<file path="src/ttr_defs.vh">
// Register map, field layout and timing constants of the timing register bank.
`ifndef TTR_DEFS_VH
`define TTR_DEFS_VH

`define TTR_IDX_W          8
`define TTR_IDX_CLOCK_GATING_CONTROL    8'h26
`define TTR_IDX_TURN       8'h27
`define TTR_IDX_HSYM_LO    8'h28
`define TTR_IDX_HSYM_HI    8'h29
`define TTR_IDX_SOFTWARE_RESET_STROBES    8'h2A

`define TTR_BIT_FIFO_CLK   3
`define TTR_TURN_MSB       7
`define TTR_TURN_LSB       4
`define TTR_TURN_RST       4'h4
`define TTR_TURN_MIN       4'h2
`define TTR_TURN_LOW       4'h8
`define TTR_BIT_RST_PWR    2
`define TTR_BIT_RST_BB     1
`define TTR_BIT_RST_MAC    0

`define TTR_SYMBOL_NS      16000
`define TTR_HSYM_UNIT_NS   8000
`define TTR_CLK_NS         10

`define TTR_BYTE_ZERO      8'h00
`define TTR_WORD_ZERO      32'h0000_0000
`define TTR_ADDR_LOW_ZERO  2'b00

`endif

</file>
<file path="src/ttr_regs.v">
// APB register bank for turnaround, half-symbol timer, clock gate and resets.
//
// Local design decision: the APB slave port.
`timescale 1ns/100ps
`include "ttr_defs.vh"

// This bank stores whatever software writes. The turnaround floor and the
// reserved-bit values are software duties, so a bad value reaches the
// timers unchanged. Clamping it here would hide a driver fault rather than
// expose it, so the bank passes it on as written.
// The reset strobes are pulses only and keep no state of their own.

module ttr_regs #(
	parameter SYMBOL_CYCLES = `TTR_SYMBOL_NS / `TTR_CLK_NS,
	parameter HSYM_CYCLES   = `TTR_HSYM_UNIT_NS / `TTR_CLK_NS
) (
	input  wire        clk,
	input  wire        sys_rst,
	input  wire        psel,
	input  wire        penable,
	input  wire        pwrite,
	input  wire [11:0] paddr,
	input  wire [31:0] pwdata,
	output wire        pready,
	output reg  [31:0] prdata,
	output wire        pslverr,
	output wire        slotFifoClockEnable,
	output wire [3:0]  turnaroundInterval,
	output reg  [31:0] turnaroundCycles,
	output wire [15:0] halfSymbolTimerValue,
	output reg  [31:0] halfSymbolCycles,
	output reg         powerMgmtResetStrobe,
	output reg         basebandResetStrobe,
	output reg         linkLayerResetStrobe
);

	reg  [7:0] clockGatingControl;
	reg  [7:0] turnaroundTime;
	reg  [7:0] halfSymbolTimerLow;
	reg  [7:0] halfSymbolTimerHigh;
	wire       wrEn;
	wire       rdEn;
	wire [9:0] wordIdx;
	reg        hit;
	reg  [7:0] rdByte;
	wire       selGate;
	wire       selTurn;
	wire       selHsymLo;
	wire       selHsymHi;
	wire       selSoftRst;
	wire       wrGate;
	wire       wrTurn;
	wire       wrHsymLo;
	wire       wrHsymHi;
	wire       wrSoftRst;
	reg        next_powerMgmtResetStrobe;
	reg        next_basebandResetStrobe;
	reg        next_linkLayerResetStrobe;
	reg  [31:0] next_turnaroundCycles;
	reg  [31:0] next_halfSymbolCycles;
	reg  [31:0] next_prdata;

	// Registers take word slots; the printed offset 0x2A is not a
	// multiple of four, so each offset is an index times four.
	function [9:0] regAddr;
		input [7:0] idx;
		begin
			regAddr = {2'b00, idx};
		end
	endfunction

	// Every register select compares the bus word against one index, so the
	// comparison lives in one place.
	function isWord;
		input [9:0] word;
		input [7:0] idx;
		begin
			isWord = (word == regAddr(idx));
		end
	endfunction

	assign wordIdx = paddr[11:2];
	// Every access completes in its first access cycle; the bank never
	// needs to stall the bus.
	assign pready  = 1'b1;
	assign wrEn    = psel & penable & pwrite;
	// Reads are decoded in the setup cycle so the data is ready in time for
	// the completing edge of the access phase.
	assign rdEn    = psel & ~penable & ~pwrite;
	// Unmapped addresses read as zero and ignore writes; no error is raised.
	assign pslverr = 1'b0;

	assign selGate    = isWord(wordIdx, `TTR_IDX_CLOCK_GATING_CONTROL);
	assign selTurn    = isWord(wordIdx, `TTR_IDX_TURN);
	assign selHsymLo  = isWord(wordIdx, `TTR_IDX_HSYM_LO);
	assign selHsymHi  = isWord(wordIdx, `TTR_IDX_HSYM_HI);
	assign selSoftRst = isWord(wordIdx, `TTR_IDX_SOFTWARE_RESET_STROBES);

	// Writes land only at the access edge; a write's setup cycle never changes state.
	assign wrGate     = wrEn & selGate;
	assign wrTurn     = wrEn & selTurn;
	assign wrHsymLo   = wrEn & selHsymLo;
	assign wrHsymHi   = wrEn & selHsymHi;
	assign wrSoftRst  = wrEn & selSoftRst;

	assign slotFifoClockEnable  = clockGatingControl[`TTR_BIT_FIFO_CLK];
	assign turnaroundInterval   =
		turnaroundTime[`TTR_TURN_MSB:`TTR_TURN_LSB];
	assign halfSymbolTimerValue = {halfSymbolTimerHigh, halfSymbolTimerLow};

	// The read mux covers only mapped words; anything else clears hit so
	// that a stray address cannot put a stored byte on the bus.
	// The reset word reads as zero because its bits never hold a value.
	always @* begin
		hit    = 1'b1;
		rdByte = `TTR_BYTE_ZERO;
		case (wordIdx)
		regAddr(`TTR_IDX_CLOCK_GATING_CONTROL): rdByte = clockGatingControl;
		regAddr(`TTR_IDX_TURN):    rdByte = turnaroundTime;
		regAddr(`TTR_IDX_HSYM_LO): rdByte = halfSymbolTimerLow;
		regAddr(`TTR_IDX_HSYM_HI): rdByte = halfSymbolTimerHigh;
		// Strobe bits are write-only and always read back as zero.
		regAddr(`TTR_IDX_SOFTWARE_RESET_STROBES): rdByte = `TTR_BYTE_ZERO;
		default:                   hit = 1'b0;
		endcase
	end

	// Read data is captured in the setup cycle, so it already stands through
	// the access phase and the master can take it at the completing edge.
	// Unmapped words read as zero, which keeps stale bytes off the bus.
	always @* begin
		next_prdata = prdata;
		if (rdEn) begin
			if (hit)
				next_prdata = {24'h00_0000, rdByte};
			else
				next_prdata = `TTR_WORD_ZERO;
		end
	end

	always @(posedge clk) begin
		if (sys_rst) begin
			clockGatingControl  <= `TTR_BYTE_ZERO;
			// The low nibble resets to the value software must keep there,
			// so an untouched register is already in a legal state.
			turnaroundTime      <= {`TTR_TURN_RST, `TTR_TURN_LOW};
			halfSymbolTimerLow  <= `TTR_BYTE_ZERO;
			halfSymbolTimerHigh <= `TTR_BYTE_ZERO;
			prdata              <= `TTR_WORD_ZERO;
		end else begin
			if (wrGate)
				clockGatingControl <= pwdata[7:0];
			if (wrTurn)
				turnaroundTime <= pwdata[7:0];
			if (wrHsymLo)
				halfSymbolTimerLow <= pwdata[7:0];
			if (wrHsymHi)
				halfSymbolTimerHigh <= pwdata[7:0];
			prdata <= next_prdata;
		end
	end

	// Cycle counts follow the fields so downstream timers need no multiply.
	// They lag a field write by one clock; a timer that starts in the very
	// cycle of the write still sees the old length. The widest product,
	// the full timer times its unit, fits in the 32-bit result.
	always @* begin
		next_turnaroundCycles = turnaroundInterval * SYMBOL_CYCLES;
		next_halfSymbolCycles = halfSymbolTimerValue * HSYM_CYCLES;
	end

	always @(posedge clk) begin
		if (sys_rst) begin
			turnaroundCycles <= `TTR_WORD_ZERO;
			halfSymbolCycles <= `TTR_WORD_ZERO;
		end else begin
			turnaroundCycles <= next_turnaroundCycles;
			halfSymbolCycles <= next_halfSymbolCycles;
		end
	end

	// The strobes are decoded apart from the stored registers: nothing of a
	// strobe is kept, so a second write simply fires it again.
	always @* begin
		next_powerMgmtResetStrobe = 1'b0;
		next_basebandResetStrobe  = 1'b0;
		next_linkLayerResetStrobe = 1'b0;
		if (wrSoftRst) begin
			next_powerMgmtResetStrobe = pwdata[`TTR_BIT_RST_PWR];
			next_basebandResetStrobe  = pwdata[`TTR_BIT_RST_BB];
			next_linkLayerResetStrobe = pwdata[`TTR_BIT_RST_MAC];
		end
	end

	// Each strobe is high for exactly one clock after the write, then clears.
	always @(posedge clk) begin
		if (sys_rst) begin
			powerMgmtResetStrobe <= 1'b0;
			basebandResetStrobe  <= 1'b0;
			linkLayerResetStrobe <= 1'b0;
		end else begin
			powerMgmtResetStrobe <= next_powerMgmtResetStrobe;
			basebandResetStrobe  <= next_basebandResetStrobe;
			linkLayerResetStrobe <= next_linkLayerResetStrobe;
		end
	end

endmodule // ttr_regs

</file>
<file path="config.mk">
export PLATFORM = sky130hd
export DESIGN_NAME = ttr_regs
export DESIGN_NICKNAME = d
export VERILOG_FILES = /design/src/ttr_regs.v
export VERILOG_INCLUDE_DIRS = /design/src /design/src/src
export SDC_FILE = /design/constraint.sdc
export NUM_CORES = 1
export LEC_CHECK = 0
export BUFFER_PORTS_ARGS = -buffer_cell sky130_fd_sc_hd__buf_4
export CAP_MARGIN = 20
export CORE_ASPECT_RATIO = 1.2
export CORE_MARGIN = 2
export CORE_UTILIZATION = 40
export DETAILED_ROUTE_END_ITERATION = 6
export PLACE_DENSITY = 0.66
export SYNTH_ARGS = -nofsm -noshare
export SYNTH_HDL_FRONTEND = slang
export SYNTH_SLANG_ARGS = --single-unit
</file>
<file path="constraint.sdc">
create_clock -name clk -period 8.6 [get_ports clk]
set_input_delay 1.72 -clock clk [delete_from_list [all_inputs] [get_ports clk]]
set_output_delay 1.72 -clock clk [all_outputs]
set_load 0.01 [all_outputs]
</file>
# Word level (Yosys, flattened, before mapping)
# Index checks and enable logic that the tools add are counted.
op_classes:
  mul: 2
  n_eq_ne: 5
  n_mux: 3
  n_bitwise: 12
  n_reduce_logical: 2
op_table:
  columns: ["op", "n"]
  rows:
  - ["equality test 10 x 6 -> 1 bit, second input constant", 5]
  - ["case mux 8 bit (4 select lines)", 1]
  - ["multiplier 16 x 5 -> 21 bit, second input constant", 1]
  - ["AND 1 bit", 9]
  - ["multiplier 4 x 5 -> 9 bit, second input constant", 1]
  - ["two-way mux 8 bit", 1]
  - ["OR reduction 5 bit", 1]
  - ["NOT 1 bit", 3]
  - ["OR reduction 2 bit", 1]
  - ["two-way mux 1 bit", 1]
word_totals:
  register_bits: 131
  out_inout_bits: 122

# Depth between registers and ports, before layout
logic_depth:
  depth_word: 5
  depth_mapped: 12

# Least setup slack after synthesis
# Ideal clock, no wire load.
synth_path:
  path_kind: "register to register"
  from: "register halfSymbolTimerHigh[2]"
  to: "register halfSymbolCycles[24]"
  setup_ns: 0.121
  arrival_time_ns: 3.041
  required_time_ns: 8.479
  path_slack_ns: 5.438
  stages_incl_launch_ff: 12
  synth_period_minus_slack_ns: 3.162
  cell_sequence: "dfxtp_1 ha_1 ha_1 inv_1 fa_1 inv_1 ha_1 a21o_1 o21bai_1 a221o_1 a31oi_1 mux2_2"
synth_via:
  elab_chain_cells: 1
synth_rtl:
  columns: ["element", "line_no", "text"]
  rows:
  - ["start, declared", "ttr_regs.v:40", "reg [7:0] halfSymbolTimerHigh;"]
  - ["start signal, assigned", "ttr_regs.v:148", "halfSymbolTimerHigh <= `TTR_BYTE_ZERO;"]
  - ["start signal, assigned", "ttr_regs.v:158", "halfSymbolTimerHigh <= pwdata[7:0];"]
  - ["multiplier 16 x 5 -> 21 bit", "ttr_regs.v:169", "next_halfSymbolCycles = halfSymbolTimerValue * HSYM_CYCLES;"]
  - ["end signal, assigned", "ttr_regs.v:175", "halfSymbolCycles <= `TTR_WORD_ZERO;"]
  - ["end signal, assigned", "ttr_regs.v:178", "halfSymbolCycles <= next_halfSymbolCycles;"]
  - ["end, declared", "ttr_regs.v:31", "output reg [31:0] halfSymbolCycles,"]
# No other way between the ends.
# A chain may end at the register's enable or synchronous reset.

# Final worst setup path
layout_path:
  from: "register halfSymbolTimerHigh[4]"
  to: "register halfSymbolCycles[25]"
# Same word-level chain as after synthesis.

==> results.md <==
- Status: completed
- N_diodes: 0
- LEAKAGE: 2.90 nW
- Via count: 3541
- Seq. cell area: 1460 µm²
- Cell variety after synth: 49
- Most common cell after layout, fill and taps aside: buf_4
- Clk_skew: 0.00758 ns
- Global router's overall resource usage: 0.158
- Sw Ratio: 0.235
- Final clock period utilization by the worst path: 0.403
- Sequence of cells on the critical path: ha_1, ha_1, inv_1, fa_1, inv_1, ha_1, a21oi_1, o21ai_0, a221oi_1, o31ai_1, mux2_2
- Row count: 44
- RSZ-0062 raised after global routing: no
- Largest net degree at the start of global routing: 73
- Number of global-route vias before repair: 3530
- Total CTS buffers: 9
- Final core occ: 0.472
- Mux contribution to synthesized area: 0.109
- Total of cells resized after clock tree synthesis: 0
- Core area: 11900 µm²
- Critical path's largest stage delay: 0.52 ns
- Hold Path Class: flop to flop
- Setup violators final: 0
- Post-synth top flop: dfxtp_1
- Setup Fix Bufs, Post-CTS: 0
- TritonCTS clock tree: built
- Initial DRT Pass Iterations: 4
- FF+latch count, synth: 73
- # clock sinks: 73
- R2R setup slack: 5.13 ns
- Post-route cell area: 5640 µm²
- Post-layout nets: 706
- CP endpoint: halfSymbolCycles[25]
- Least-Margin Pin Slew: 0.745 ns
- Final ANT Viol Nets: 0
- Worst setup EP type: flop
- Relative slew slack: 0.499
- Initial Utilization: 0.406
- Asr flop ratio synth: 0
- Htree depth: 3
- Reg-to-Reg Start: halfSymbolTimerHigh[4]
- Synth Instances: 512
- Stages on worst setup path: 11
- Largest family of logic cells by synthesized area: adder cells
- # DRC: 0
- Hold-fix buffers, CTS: 0
- Startpoint Class: flop
- Hold Vio Cnt, Final: 0
- Post-Synth XOR/XNOR Area: 0.0180
- Sw Pwr: 0.180 mW
- Vias per inst: 4.73
- WS Path Type: flop to flop
- Fin crit period: 3.47 ns
- Adder-cell share of the synthesized area: 0.209
- Fmax: 288 MHz
- Total detailed-routing wirelength: 10200 µm
- Die Width: 105 µm
- Power share of the combinational group: 0.052
- Layout area overhead: 16.2%
- Grt total ovfl: 0
- First-pass GRT wire length: 16600 µm
- Clock Path Buffers: 2
- Crit Path Max Fanout: 6
- Final HPWL DP: 7830 µm
- Yosys Warn Count: 0
- Cell family with most CP delay: adder cells
- Compound-Gate Fraction of Synth Area: 0.0894
- Most used cell, CP: ha_1
- Avg Cell Area, Syn: 9.48 µm²
- Routed WL per cell: 13.7 µm
- Place WS: 5.03 ns
- Ports: 171
- Commonest cells after routing, fill and taps aside: buf_4 (85), dfxtp_1 (73), ha_1 (62)
- MaxCap Viol Count: 0
- Die height: 125 µm
- FF-to-FF path depth: 11
- Die ar.: 13000 µm²
- Final setup margin: 5.13 ns
- Post-Synth Simple-Gate Area: 0.121
- Clk Latency, worst-skew pair: 0.33 ns
- GPL Wtd Cong: 0.852
- Arrival @ worst endpoint: 3.69 ns
- Slowest CP cell: fa_1
- Worst EP required: 8.82 ns
- Number of port buffers: 84
- Post-synthesis sequential area ratio: 0.301
- Post-synthesis cell area: 4850 µm²
- Sequential Power Share: 0.443
- Setup tns final: 0 ns
- Origin of the worst setup path: halfSymbolTimerHigh[4]
- Iter 0 DRT Violations: 123
- Peak VDD IR: 0.109 mV
- Clk slew on worst S/H paths: 0.06 ns
- Worst path bufs/invs: 2
- Area after DPL: 5330 µm²
- Max-slew violations: 0
- Cell Pwr Density: 136 nW/µm²
- Post-synth EDFFs: 0
- Clock Power Share: 0.505
- Fill count: 1164
- Worst r2r dst: halfSymbolCycles[25]
- Initial antenna violation count: 0
- CTS root buffer: clkbuf_16
- Multi-input gate area: 2880 µm²
- Share of layout cells above drive strength 1: 0.192
- Pint: 0.586 mW
==> logic make-up after synthesis <==
group,Yosys count
buf+inv,123
simple gates,115
fa+ha+maj,74
flops,73
compound gates,63
mux,52
xor+xnor,10
other cells,2
==> per-layer routing <==
layer	routed length, µm	global-route usage	vias to the layer above
met5	0	0	-
met4	266	0.0731	0
met3	541	0.0335	20
met2	5270	0.293	121
met1	4150	0.170	1641
li1	-	-	1759
==> worst min-delay path by stage <==
stage               slack [ns]  cells past startpoint                  start               endpoint
floorplan                 0.46                      2  clockGatingControl[0]  clockGatingControl[0]
global placement          0.47                      2  clockGatingControl[5]  clockGatingControl[5]
detailed placement        0.48                      2  clockGatingControl[2]  clockGatingControl[2]
CTS                       0.49                      2  clockGatingControl[2]  clockGatingControl[2]
global route              0.51                      2  clockGatingControl[7]  clockGatingControl[7]
finish                    0.49                      2  clockGatingControl[2]  clockGatingControl[2]
==> tightest hold or removal path: cells and delay by family (launching register included) <==
family / cells / cell delay, ns
flip-flops: 1 / 0.32
multiplexers: 1 / 0.06
AND/OR/NAND/NOR: 1 / 0.07
==> cells in the mapped netlist (all sizes together) (3+ instances only) <==
library cell  instances  area share
a211oi                3      0.0046
a21o                  5      0.0077
a21oi                10       0.010
a22o                  8       0.014
a31oi                 4      0.0052
and2                  3      0.0039
and3                  3      0.0039
buf                  73        0.11
clkbuf               10      0.0077
dfxtp                73        0.30
fa                   12       0.049
ha                   62        0.16
inv                  40       0.031
mux2                  6       0.014
mux2i                46       0.095
nand2                13       0.011
nand3                 4      0.0041
nor2                 59       0.047
nor2b                20       0.026
nor4                  3       0.010
o211ai                3      0.0046
o21ai                 7      0.0072
o22ai                 9       0.012
o31ai                 4      0.0062
xnor2                 4      0.0072
xor2                  6       0.011
==> layout make-up <==
| cell class | instances | area share |
|---|---|---|
| multi-input combinational | 374 | 0.510 |
| sequential | 73 | 0.259 |
| timing repair buffer | 85 | 0.113 |
| clock buffer | 10 | 0.0424 |
| tap | 161 | 0.0357 |
| inverter | 40 | 0.0266 |
| clock inverter | 6 | 0.0129 |
==> metrics by stage <==
step	power [mW]	std cells	hold slack [ns]
floorplan	0.392	570	0.460
global placement	0.385	733	0.472
detailed placement	0.386	733	0.478
CTS	0.774	749	0.495
global route	0.791	749	0.510
finish	0.766	749	0.488
==> flip-flops by register name (all words and copies together), names as in the netlist <==
signal,cells
prdata,8
turnaroundTime,8
basebandResetStrobe,1
powerMgmtResetStrobe,1
halfSymbolCycles,21
halfSymbolTimerHigh,8
turnaroundCycles,9
linkLayerResetStrobe,1
halfSymbolTimerLow,8
clockGatingControl,8
==> power by group through the flow <==
stage | logic, mW | clock network (mW) | registers [mW]
after floorplan | 0.0449 | 0 | 0.347
after global placement | 0.0387 | 0 | 0.347
after detailed placement | 0.0394 | 0 | 0.347
after CTS | 0.0394 | 0.396 | 0.339
after global routing | 0.0436 | 0.408 | 0.339
final | 0.0398 | 0.387 | 0.339
Power figures use the tool's default switching activity.
